### config.mk
export PLATFORM = sky130hd
export DESIGN_NAME = pam_port_mux
export DESIGN_NICKNAME = d
export VERILOG_FILES = /design/src/rtl/pam_pkg.sv /design/src/rtl/pam_pin_filter.sv /design/src/rtl/pam_port_mux.sv
export VERILOG_INCLUDE_DIRS = /design/src /design/src/rtl
export SDC_FILE = /design/constraint.sdc
export NUM_CORES = 1
export LEC_CHECK = 0
export ABC_AREA = 1
export BUFFER_PORTS_ARGS = -buffer_cell sky130_fd_sc_hd__buf_4
export CORE_ASPECT_RATIO = 2
export CORE_MARGIN = 3
export CORE_UTILIZATION = 41
export CTS_BUF_LIST = sky130_fd_sc_hd__clkbuf_4 sky130_fd_sc_hd__clkbuf_8 sky130_fd_sc_hd__clkbuf_16
export CTS_CLUSTER_SIZE = 28
export DETAILED_ROUTE_END_ITERATION = 8
export GPL_TIMING_DRIVEN = 0
export PLACE_DENSITY_LB_ADDON = 0.25
export SETUP_SLACK_MARGIN = 0.4
export SLEW_MARGIN = 20
export SYNTH_ARGS = -nofsm -noshare
export SYNTH_HDL_FRONTEND = slang
export SYNTH_SLANG_ARGS = --single-unit
### constraint.sdc
create_clock -name CLK -period 1.2 [get_ports CLK]
set_clock_uncertainty 0.05 [all_clocks]
set_input_delay 0.18 -clock CLK [delete_from_list [all_inputs] [get_ports CLK]]
set_output_delay 0.18 -clock CLK [all_outputs]
set_load 0.05 [all_outputs]
### src/rtl/pam_consts.svh
`ifndef PAM_CONSTS_SVH
`define PAM_CONSTS_SVH

// ----------------------------------------
// Register byte offsets
// ----------------------------------------
`define PAM_OFS_DIR     8'h00
`define PAM_OFS_LATCH   8'h04
`define PAM_OFS_ANALOG  8'h08
`define PAM_OFS_FUNC    8'h0c
`define PAM_OFS_WDOG    8'h10
`define PAM_OFS_INPUT   8'h14

// ----------------------------------------
// Field positions, widths and pin count
// ----------------------------------------
`define PAM_BG_BIT      4
`define PAM_FUNC_W      2
`define PAM_PIN_CNT     2

// ----------------------------------------
// Reset values
// ----------------------------------------
`define PAM_RST_DIR     2'h3
`define PAM_RST_LATCH   2'h0
`define PAM_RST_ANALOG  2'h3
`define PAM_RST_FUNC    4'h0
`define PAM_RST_BG      1'b0

`endif

### src/rtl/pam_pkg.sv
package pam_pkg;

  // Per-pin function selection
  typedef enum logic [1:0] {
    PAM_FN_PORT  = 2'h0,
    PAM_FN_REMAP = 2'h1,
    PAM_FN_PAR   = 2'h2
  } pam_func_e;

  // Digital pad drive for both pins
  typedef struct packed {
    logic [1:0] lvl;
    logic [1:0] oe;
  } pam_pad_s;

  // Parallel master port address lines 6 and 7
  typedef struct packed {
    logic [1:0] lvl;
    logic [1:0] oe;
  } pam_par_s;

endpackage

### src/rtl/pam_pin_filter.sv
`timescale 1ns/1ps
`include "pam_consts.svh"

module pam_pin_filter (
  // Clock and reset
  input  wire logic                    CLK,
  input  wire logic                    RST,
  // Raw pin levels and filtered result
  input  wire logic [`PAM_PIN_CNT-1:0] PIN_RAW,
  output logic      [`PAM_PIN_CNT-1:0] PIN_FILT
);
  import pam_pkg::*;

  genvar i;
  generate
    for (i = 0; i < `PAM_PIN_CNT; i = i + 1)
    begin : g_bit
      logic s1_q;
      logic s2_q;
      logic s3_q;
      logic filt_q;
      logic agree;
      assign agree = (s2_q == s3_q);
      always_ff @(posedge CLK)
      begin
        if (RST)
        begin
          s1_q   <= 1'b0;
          s2_q   <= 1'b0;
          s3_q   <= 1'b0;
          filt_q <= 1'b0;
        end
        else
        begin
          s1_q <= PIN_RAW[i];
          s2_q <= s1_q;
          s3_q <= s2_q;
          if (agree)
            filt_q <= s3_q;
        end
      end
      assign PIN_FILT[i] = filt_q;
    end
  endgenerate

endmodule // pam_pin_filter

### src/rtl/pam_port_mux.sv
// Added by the designer: the Avalon-MM register port and the register offsets.
`timescale 1ns/1ps
`include "pam_consts.svh"

// Notes on behaviour
// - Input direction routes pin unless analog selected
// - Output direction drives latch, analog irrelevant
// - Reset selects analog input on both pins
// - Remap function follows direction for in/out
// - Parallel port controls pin, direction ignored
// - Bandgap drives second pin while enable set
module pam_port_mux (
  // Clock and reset
  input  wire logic                 CLK,
  input  wire logic                 RST,
  // Avalon-MM slave
  input  wire logic [7:0]           ADDRESS,
  input  wire logic                 READ,
  input  wire logic                 WRITE,
  input  wire logic [3:0]           BYTEENABLE,
  input  wire logic [31:0]          WRITEDATA,
  output logic      [31:0]          READDATA,
  output logic                      WAITREQUEST,
  // External pins
  input  wire logic [1:0]           PIN_IN,
  output pam_pkg::pam_pad_s         PAD_OUT,
  output logic                      BANDGAP_OE,
  // Analog side
  output logic      [1:0]           ANALOG_EN,
  // Remappable peripheral side
  input  wire logic [1:0]           REMAP_OUT,
  output logic      [1:0]           REMAP_IN,
  // Parallel master port side
  input  wire pam_pkg::pam_par_s    PAR_DRV,
  output logic      [1:0]           PAR_IN
);
  import pam_pkg::*;

  // ----------------------------------------
  // Registers
  // ----------------------------------------
  logic [1:0]  dir_q;
  logic [1:0]  lat_q;
  logic [1:0]  ana_q;
  logic [3:0]  func_q;
  logic        bg_q;
  logic        ack_q;
  logic [31:0] rdata_q;
  logic [1:0]  filt;
  logic [1:0]  in_val;

  // ----------------------------------------
  // Bus decode
  // ----------------------------------------
  wire         req      = READ | WRITE;
  wire         wr_acc   = WRITE & ~WAITREQUEST & BYTEENABLE[0];
  wire         hit_dir  = (ADDRESS == `PAM_OFS_DIR);
  wire         hit_lat  = (ADDRESS == `PAM_OFS_LATCH);
  wire         hit_ana  = (ADDRESS == `PAM_OFS_ANALOG);
  wire         hit_func = (ADDRESS == `PAM_OFS_FUNC);
  wire         hit_wdog = (ADDRESS == `PAM_OFS_WDOG);
  wire         hit_in   = (ADDRESS == `PAM_OFS_INPUT);
  wire [7:0]   wdog_rd  = {3'h0, bg_q, 4'h0};
  wire [31:0]  rd_mux   = hit_dir  ? {30'h0, dir_q}  :
                          hit_lat  ? {30'h0, lat_q}  :
                          hit_ana  ? {30'h0, ana_q}  :
                          hit_func ? {28'h0, func_q} :
                          hit_wdog ? {24'h0, wdog_rd} :
                          hit_in   ? {30'h0, in_val} : 32'h0;

  // One wait cycle on every access
  assign WAITREQUEST = req & ~ack_q;
  assign READDATA    = rdata_q;

  always_ff @(posedge CLK)
  begin
    if (RST)
    begin
      ack_q   <= 1'b0;
      rdata_q <= 32'h0;
    end
    else
    begin
      ack_q <= req & ~ack_q;
      if (READ & ~ack_q)
        rdata_q <= rd_mux;
    end
  end

  always_ff @(posedge CLK)
  begin
    if (RST)
    begin
      dir_q  <= `PAM_RST_DIR;
      lat_q  <= `PAM_RST_LATCH;
      ana_q  <= `PAM_RST_ANALOG;
      func_q <= `PAM_RST_FUNC;
      bg_q   <= `PAM_RST_BG;
    end
    else
    begin
      if (wr_acc & hit_dir)
        dir_q <= WRITEDATA[1:0];
      if (wr_acc & hit_lat)
        lat_q <= WRITEDATA[1:0];
      if (wr_acc & hit_ana)
        ana_q <= WRITEDATA[1:0];
      if (wr_acc & hit_func)
        func_q <= WRITEDATA[3:0];
      if (wr_acc & hit_wdog)
        bg_q <= WRITEDATA[`PAM_BG_BIT];
    end
  end

  // ----------------------------------------
  // Pin input conditioning
  // ----------------------------------------
  pam_pin_filter u_filter (
    .CLK      (CLK),
    .RST      (RST),
    .PIN_RAW  (PIN_IN),
    .PIN_FILT (filt)
  );

  // ----------------------------------------
  // Per-pin function routing
  // ----------------------------------------
  genvar i;
  generate
    for (i = 0; i < `PAM_PIN_CNT; i = i + 1)
    begin : g_pin
      wire [1:0] fsel   = func_q[`PAM_FUNC_W*i +: `PAM_FUNC_W];
      wire       is_rm  = (fsel == PAM_FN_REMAP);
      wire       is_par = (fsel == PAM_FN_PAR);
      wire       dig_en = ~ana_q[i];
      wire       bg_blk = (i == 1) && bg_q;
      wire       lvl_d  = is_par ? PAR_DRV.lvl[i] :
                          is_rm  ? REMAP_OUT[i]   : lat_q[i];
      wire       oe_d   = is_par ? PAR_DRV.oe[i]  : ~dir_q[i];
      // Digital input buffer off while analog selected
      assign in_val[i]      = filt[i] & dig_en;
      assign REMAP_IN[i]    = is_rm & dir_q[i] & filt[i] & dig_en;
      assign PAR_IN[i]      = is_par & filt[i] & dig_en;
      assign PAD_OUT.lvl[i] = lvl_d;
      assign PAD_OUT.oe[i]  = oe_d & ~bg_blk;
    end
  endgenerate

  assign ANALOG_EN  = ana_q;
  assign BANDGAP_OE = bg_q;

  wire p0_port = (func_q[1:0] == PAM_FN_PORT);
  wire p1_rm   = (func_q[3:2] == PAM_FN_REMAP);
  wire p1_port = (func_q[3:2] == PAM_FN_PORT);
endmodule // pam_port_mux

Word-level counts from Yosys, hierarchy flattened
Cells that the tools add are included.

storage, ports and cells
  bits in latches = 0
  output and inout port bits = 44
  logic and storage cells = 69
  ROM bits = 0
  memories = 0
  register bits after elaboration = 52
  input bits = 56
  memory bits (writable) = 0

operators by class
  multiply operators = 0
  div/mod/pow operators = 0
  eq/ne operators = 11
  bitwise operators = 30
  shifts and indexed selects = 0
  reduce and logical (&&, ||, !) cells = 1
  add/subtract/negate cells = 0
  muxes and demuxes = 12
  magnitude comparators = 0

operator list
  kind                  count
  $mux W5               5
  $and A1 B1 Y1         22
  $eq A8 B4 Y1 const B  2
  $eq A8 B5 Y1 const B  2
  $eq A8 B3 Y1 const B  1
  $logic_not A8 Y1      1
  $not A1 Y1            7
  $mux W1               6
  $eq A2 B1 Y1 const B  2
  $eq A2 B2 Y1 const B  2
  $eq A1 B1 Y1          2
  $mux W2               1
  $or A1 B1 Y1          1

Depth between registers and ports, before layout
Gate-level depths: netlist (run 1).

  depth after elaboration = 8
  gate-level depth with buffers = 9
  mapped depth without buffers = 9

Modules after synthesis
From an unflattened synthesis (run 1), not the netlist that was laid out.

unflattened totals
  cell total of the unflattened synthesis = 213
  area, all modules = 1475.2 µm²

by module, submodules not included
  module          area each (µm²)  seq. area each (µm²)  instances  cells an instance
  pam_port_mux    1223.7           340.3                 1          184
  pam_pin_filter  251.5            160.2                 1          29

Least setup slack after synthesis (run 1)
No wires, ideal clock.

  path type = reg2out
  start point = register ana_q[0] (netlist: ANALOG_EN[0])
  end point = output REMAP_IN[0]
  stages on the path, launching flop included = 4
  setup slack = -0.799 ns
  path buffers = 0
  arrival = 1.769 ns
  data required time = 0.970 ns
  path through = dfxtp_1 nor2_1 inv_1 nor3_1

between the ends
  cells in the longest elaborated chain, start to end = 2

RTL lines
  item                    RTL line             source
  from (decl)             pam_port_mux.sv:44   logic [1:0] ana_q;
  from (signal assigned)  pam_port_mux.sv:96   ana_q <= `PAM_RST_ANALOG;
  from (signal assigned)  pam_port_mux.sv:107  ana_q <= WRITEDATA[1:0];
  $not A1 Y1              pam_port_mux.sv:135  wire dig_en = ~ana_q[i];
  $and A1 B1 Y1           pam_port_mux.sv:142  assign REMAP_IN[i] = is_rm & dir_q[i] & filt[i] & dig_en;
  to (decl)               pam_port_mux.sv:32   output logic [1:0] REMAP_IN,

No other way between the ends.

Worst setup path after layout (run 1)
  start point = register func_q[2]
  end point = output PAD_OUT[3] (netlist bit)

between the ends
  cells in the longest elaborated chain, start to end = 3
  elaborated cells between the ends (all ways) = 4
  those cells by class = eq/ne: 2; mux: 2

RTL lines
  item                    RTL line             source
  from (decl)             pam_port_mux.sv:45   logic [3:0] func_q;
  from (signal assigned)  pam_port_mux.sv:97   func_q <= `PAM_RST_FUNC;
  from (signal assigned)  pam_port_mux.sv:109  func_q <= WRITEDATA[3:0];
  $eq A2 B1 Y1            -
  $mux W1                 pam_port_mux.sv:138  is_rm ? REMAP_OUT[i] : lat_q[i];
  $mux W1 *               pam_port_mux.sv:137  wire lvl_d = is_par ? PAR_DRV.lvl[i] :
  to (decl)               pam_port_mux.sv:26   output pam_pkg::pam_pad_s PAD_OUT,

Mark *: on every way between the ends. The rest lies on a longest branch, timed or not.

==> run metrics, run 1 <==
outcome finished, violations left; failing checks setup timing; Max Fclk 0.6829 GHz; Clock transition at path regs 90 ps; Ant. Diodes 0; Avg WL per Cell 12.24 um; fraction of layout cells with a size suffix above 1 0.6238; Hold Path Class in2reg; most frequent CP cell nand3_2; commonest cells after routing, fill and taps aside buf_4 (62), conb_1 (27), nand2_1 (19), buf_6 (18), nor2_4 (16); Via density 4.504; critical path's largest stage delay 370 ps; CP required 970 ps; DRC Markers 0; final hold violation count 0; largest net degree at the start of global routing 15; gpl congestion 0.8358; worst path bufs/invs 4; top-area cell type share of the netlist area 0.3398; final hold slack 50.22 ps; CTS tree yes; Synth area leaders dfxtp_1 (34%), buf_4 (15%), inv_1 (7.1%); Peak VDD IR 0.001266 V; CP Class reg2out; CTS sink cnt 25; cell family with most CP delay buffers and inverters; critical-path cell list inv_4 > nor2_4 > inv_2 > nand3_2 > nand3_2 > buf_6 > buf_8; Mapped Cells 209; Global Route Usage Sum 0.1906; vias 1581; Syn Std Cell Area 1473 um^2; H-Tree Depth 1; Row Count 30; vias in the first global route 1554; Clock Latency Late Sink 270 ps; slowest stage cell, crit path dfxtp_2; leading area contributor after synthesis dfxtp_1; die span in y 90.76 um; post-synthesis cell type count 23; Hold Buf Count CTS 0; Placed Cells 325; first-pass GRT wire length 6.630 mm; cts bufs inserted 3; overall die width 48.38 um; Post-Route WL 4.297 mm; dpl hpwl 2.958 mm; IO buf count 42; Syn Area/Cell 7.046 um^2; fin crit period 1464 ps; DIE AREA 4391 um^2; Setup WS pre-CTS -73.66 ps; CP startpoint kind register; Setup violations, final 11; CORE AREA 3416 um^2; GRT overflow 0; period utilization 1.220; setup repair after global routing missed its margin yes; Initial Util 0.4311; Net count, final 360; sequential-to-total area share from yosys stat 0.3398; commonest non-fill, non-tap cell in the layout buf_4; max-slew violations 0; FILL cells 228; cell area power density 701.9 nW/um^2; clock root buffer clkbuf_8; Ports 100; leak pwr 1.295 nW; fin cells 351; maximum root-to-sink buffer count 2; Crit Path Max Fanout 3; MaxCap Viol Count 0; final worst slack -264.4 ps; Area growth, synth to finish 84.28%; drt pass-1 iters 4; antenna-violating nets left 0; Synth Warn # 0; Arrival @ worst endpoint 1230 ps; antenna violations before repair 0; Starting DRT DRC Count 42; CP Capture Type primary output; Synth Register Bits 25
[state kept, by name, summed over array words and instances, names as in the netlist, 2 cells and up]
| register | cells |
|---|---|
| READDATA | 5 |
| func_q | 4 |
| ANALOG_EN | 2 |
| dir_q | 2 |
| lat_q | 2 |
| u_filter.g_bit.filt_q | 2 |
| u_filter.g_bit.s1_q | 2 |
| u_filter.g_bit.s2_q | 2 |
| u_filter.g_bit.s3_q | 2 |
[logic make-up after synthesis]
family | after synthesis | synth area share
flip-flops | 25 | 0.3398
AND/OR/NAND/NOR | 86 | 0.2906
other | 1 | 0.002546
buffers and inverters | 67 | 0.2481
AO/OA/AOI/OAI | 30 | 0.1189
[what timing repair did]
item	4_1_cts	5_1_grt
gates resized for setup	60	24
pin swaps	14	11
setup buffers	13	9
setup endpoints to repair	34	36
[final timing paths]
| kind | depth (start not counted) | startpoint | slack, ps | endpoint |
|---|---|---|---|---|
| worst min-delay path | 2 | RST | 50 | READDATA[0] |
| worst min register to register | 2 | u_filter.g_bit[0].s1_q | 350 | u_filter.g_bit[0].s2_q |
| worst max-delay path | 7 | func_q[2] | -260 | PAD_OUT[3] |
| worst max register to register | 6 | ack_q | -20 | lat_q[0] |
[area by class of cell]
cell class,instances,area (um^2),share of cell area
Clock buffer,3,41.29,0.01521
Clock inverter,1,5.005,0.001844
Inverter,35,177.7,0.06547
Sequential cell,25,536.8,0.1978
Tap cell,48,60.06,0.02213
Multi-Input combinational cell,143,1006,0.3707
Timing Repair Buffer,64,641.9,0.2365
Buffer,32,245.2,0.09036
[report_power, final]
part           leakage [nW]  internal (W)  switching (W)
Clock                0.0255      0.000232       0.000258
Sequential            0.211      0.000830     0.00000962
Combinational          1.06      0.000213       0.000363
[cells in the mapped netlist]
cell       n
a21oi_1   12
buf_4     30
a21oi_2    2
nand3_2    1
nand2_4    2
inv_1     28
nand4_1    1
nand2_1   24
conb_1     1
clkbuf_1   1
a211oi_1   3
nor2_1    27
dfxtp_1   25
nor2_8     1
o211ai_1   4
nor3_1     5
buf_2      1
nand2_2    4
nor2_2     3
nor2_4     3
inv_2      7
o21ai_0    9
nand3_1   15
[layer usage]
layer | part of all wire | vias up | global-route usage
met1 | 0.32 | 724 | 0.1742
met2 | 0.58 | 60 | 0.3767
met4 | 0.035 | 0 | 0.1093
li1 | - | 783 | -
met5 | 0 | - | 0
met3 | 0.061 | 14 | 0.03140
[metrics by stage]
step                utilization  total power, W  cell area, um^2  setup TNS [ps]
finish                   0.7945        0.001905             2714           -1614
global route             0.7945        0.001980             2714           -2657
CTS                      0.7454        0.001884             2546           -1592
global placement         0.6473        0.001347             2211          -269.3
detailed placement       0.6473        0.001350             2211          -346.1
floorplan                     -        0.001240             1836          -130.5
Note: power is estimated with default switching activity, not from simulation.
==> run 2, diff against run 1 <==
ABC_AREA = not set   (was 1)
==> run metrics, run 2 <==
adder-cell area share of the yosys netlist 0; CTS tree yes; reg2reg end lat_q[0]; critical path's largest stage delay 360 ps; period utilization 1.249; maximum root-to-sink buffer count 2; GRT overflow 0; die span in y 88.97 um; largest net degree at the start of global routing 14; CP startpoint kind register; multi-input logic area 940.9 um^2; Clock transition at path regs 80 ps; Power Internal 0.001253 W; critical-path cell list nand2b_4 > o22ai_2 > a31oi_1 > buf_4 > buf_8; slack of the worst reg-to-reg path -210 ps; Sw Ratio 0.3125; CORE AREA 3229 um^2; post-synthesis mux area share 0.08511; fraction of layout cells with a size suffix above 1 0.5613; cts bufs inserted 3; Comb power frac 0.264; largest family of logic cells by synthesized area simple AND/OR/NAND/NOR gates; Compound-Gate Fraction of Synth Area 0.1046; Most used DFF post-synth dfxtp_1; Initial Util 0.4370; P_sw 0.0005693 W; vias 1386; Clock Latency Late Sink 270 ps; final hold violation count 0; Hold Path Class in2reg; DIE AREA 4225 um^2; overall die width 47.49 um; H-Tree Depth 1; post-synthesis cell type count 32; Design Power 0.001822 W; CP Class reg2out; most common cell in the synthesized netlist buf_4; top-area cell type share of the netlist area 0.3546; Crit Path Max Fanout 5; Starting DRT DRC Count 32; final worst slack -298.4 ps; Row Count 29; Ports 100; cell family with most CP delay flip-flops; Hold Crit Depth 2; leading area contributor after synthesis dfxtp_1; EDFF count, synth 0; Mapped Cells 165; Register-to-Register Path Depth 5; Arrival @ worst endpoint 1270 ps; Max Fclk 0.6674 GHz; cell area power density 752.1 nW/um^2; Fin Setup TNS -4156 ps; outcome finished, violations left; leak pwr 1.083 nW; Synth area leaders dfxtp_1 (35%), buf_4 (16%), mux2i_1 (8.5%); Worst Setup SP func_q[0]; commonest cells after routing, fill and taps aside buf_4 (64), conb_1 (27), nor2_1 (17), buf_8 (14), mux2i_1 (12); Setup violations, final 22; Synth Warn # 0; MaxCap Viol Count 0; CP Capture Type primary output; failing checks setup timing; slowest stage cell, crit path dfxtp_4; vias in the first global route 1299; R2R Path Start ack_q; Syn Area/Cell 8.554 um^2; register area 541.8 um^2; setup repair after global routing missed its margin yes; Avg WL per Cell 13.58 um; list of most frequent post-synthesis cells buf_4 (30), dfxtp_1 (25), nor2_1 (22), mux2i_1 (12), nand2_1 (10); Post-Route WL 3.857 mm; Syn Std Cell Area 1411 um^2; DRC Markers 0; first-pass GRT wire length 5.823 mm; Peak VDD IR 0.001001 V; antenna-violating nets left 0; Global Route Usage Sum 0.1875; max FFs per register 5; Ant. Diodes 0; CTS sink cnt 25; fin crit period 1498 ps; FILL cells 240; Post-Synth XOR/XNOR Area 0; simple-gate area share of the yosys netlist 0.2660; CP required 970 ps; Hold Buf Count CTS 0; Async SR Flop Fraction 0; Net count, final 310; critical path depth 5; drt pass-1 iters 4; Synth Register Bits 25; worst path bufs/invs 2; Setup crit end PAD_OUT[2]; Area growth, synth to finish 71.63%; sequential-to-total area share from yosys stat 0.3546; gpl congestion 0.7880; dpl hpwl 2.661 mm; clock share of power 0.279; IO buf count 40; sequential power share 0.457; commonest non-fill, non-tap cell in the layout buf_4; Via density 4.880; max-slew violations 0; clock root buffer clkbuf_8; antenna violations before repair 0
-- run 2: cell count changes in the layout (fill, tap and decap cells not counted), moves of 7 or more --
cell | before | now
nand2_1 | 19 | 7
nor2b_1 | 0 | 8
buf_6 | 18 | 11
mux2i_1 | 0 | 12
nand3_1 | 10 | 0
inv_1 | 15 | 2
nor2_4 | 16 | 5
inv_4 | 9 | 0
inv_2 | 9 | 0
-- run 2: how the worst min path moves through the flow --
| stage | startpoint | end | slack [ps] |
|---|---|---|---|
| finish | PIN_IN[1] | u_filter.g_bit[1].s1_q | 80 |
| global route | PIN_IN[1] | u_filter.g_bit[1].s1_q | 90 |
| CTS | PIN_IN[1] | u_filter.g_bit[1].s1_q | 80 |
| detailed placement | PIN_IN[1] | u_filter.g_bit[1].s1_q | 360 |
| global placement | PIN_IN[0] | u_filter.g_bit[0].s1_q | 340 |
| floorplan | PIN_IN[0] | u_filter.g_bit[0].s1_q | 260 |
-- run 2: cells by family (layout without fill, tap and decap cells) --
kind of cell,after synthesis,after routing
muxes,12,12
buffers and inverters,38,100
DFF,25,25
and+or+nand+nor,66,66
AOI/OAI and AO/OA,23,23
other,1,27
-- run 2: power groups by stage --
stage | clock network [W] | logic (W) | registers (W)
after detailed placement | 0 | 0.000427 | 0.000863
after floorplan | 0 | 0.000336 | 0.000862
final | 0.000508 | 0.000481 | 0.000833
after global routing | 0.000568 | 0.000509 | 0.000834
after CTS | 0.000526 | 0.000461 | 0.000833
after global placement | 0 | 0.000425 | 0.000863
-- run 2: repair_timing --
action	4_1_cts	5_1_grt
pin swaps	12	13
endpoints found under the setup margin	33	35
gates resized for setup	63	11
setup buffers	14	4
-- run 2: layout make-up --
type,count,area share
Multi-Input combinational cell,128,0.3884
Timing Repair Buffer,58,0.2371
Sequential cell,25,0.2237
Buffer,36,0.1116
Clock buffer,4,0.02014
Tap cell,31,0.01601
Inverter,2,0.003099
-- run 2: worst reg2reg max path, stage by stage (launching register included) --
cell and delay [ps]:
dfxtp_4 400, nand3_4 110, buf_6 140, nor4_4 310, mux2i_1 250, nor2_1 50
-- run 2: layer usage --
metal  track usage  vias to the layer above  part of all wire
met1        0.1863                      635              0.34
met2        0.3545                       56              0.57
met4       0.05793                        0             0.029
li1              -                      685                 -
met3       0.04435                       10             0.063
met5             0                        -                 0
-- run 2: per-stage QoR --
| stage | setup WS [ps] | hold slack [ps] | instance area, um^2 | cells | util |
|---|---|---|---|---|---|
| global placement | -587.2 | 342.3 | 1967 | 262 | 0.6091 |
| floorplan | -330.2 | 258.2 | 1628 | 191 | - |
| detailed placement | -600.2 | 356.9 | 1967 | 262 | 0.6091 |
| finish | -298.4 | 77.60 | 2422 | 284 | 0.7501 |
| CTS | -314.3 | 77.20 | 2355 | 280 | 0.7292 |
| global route | -342.5 | 93.49 | 2422 | 284 | 0.7501 |
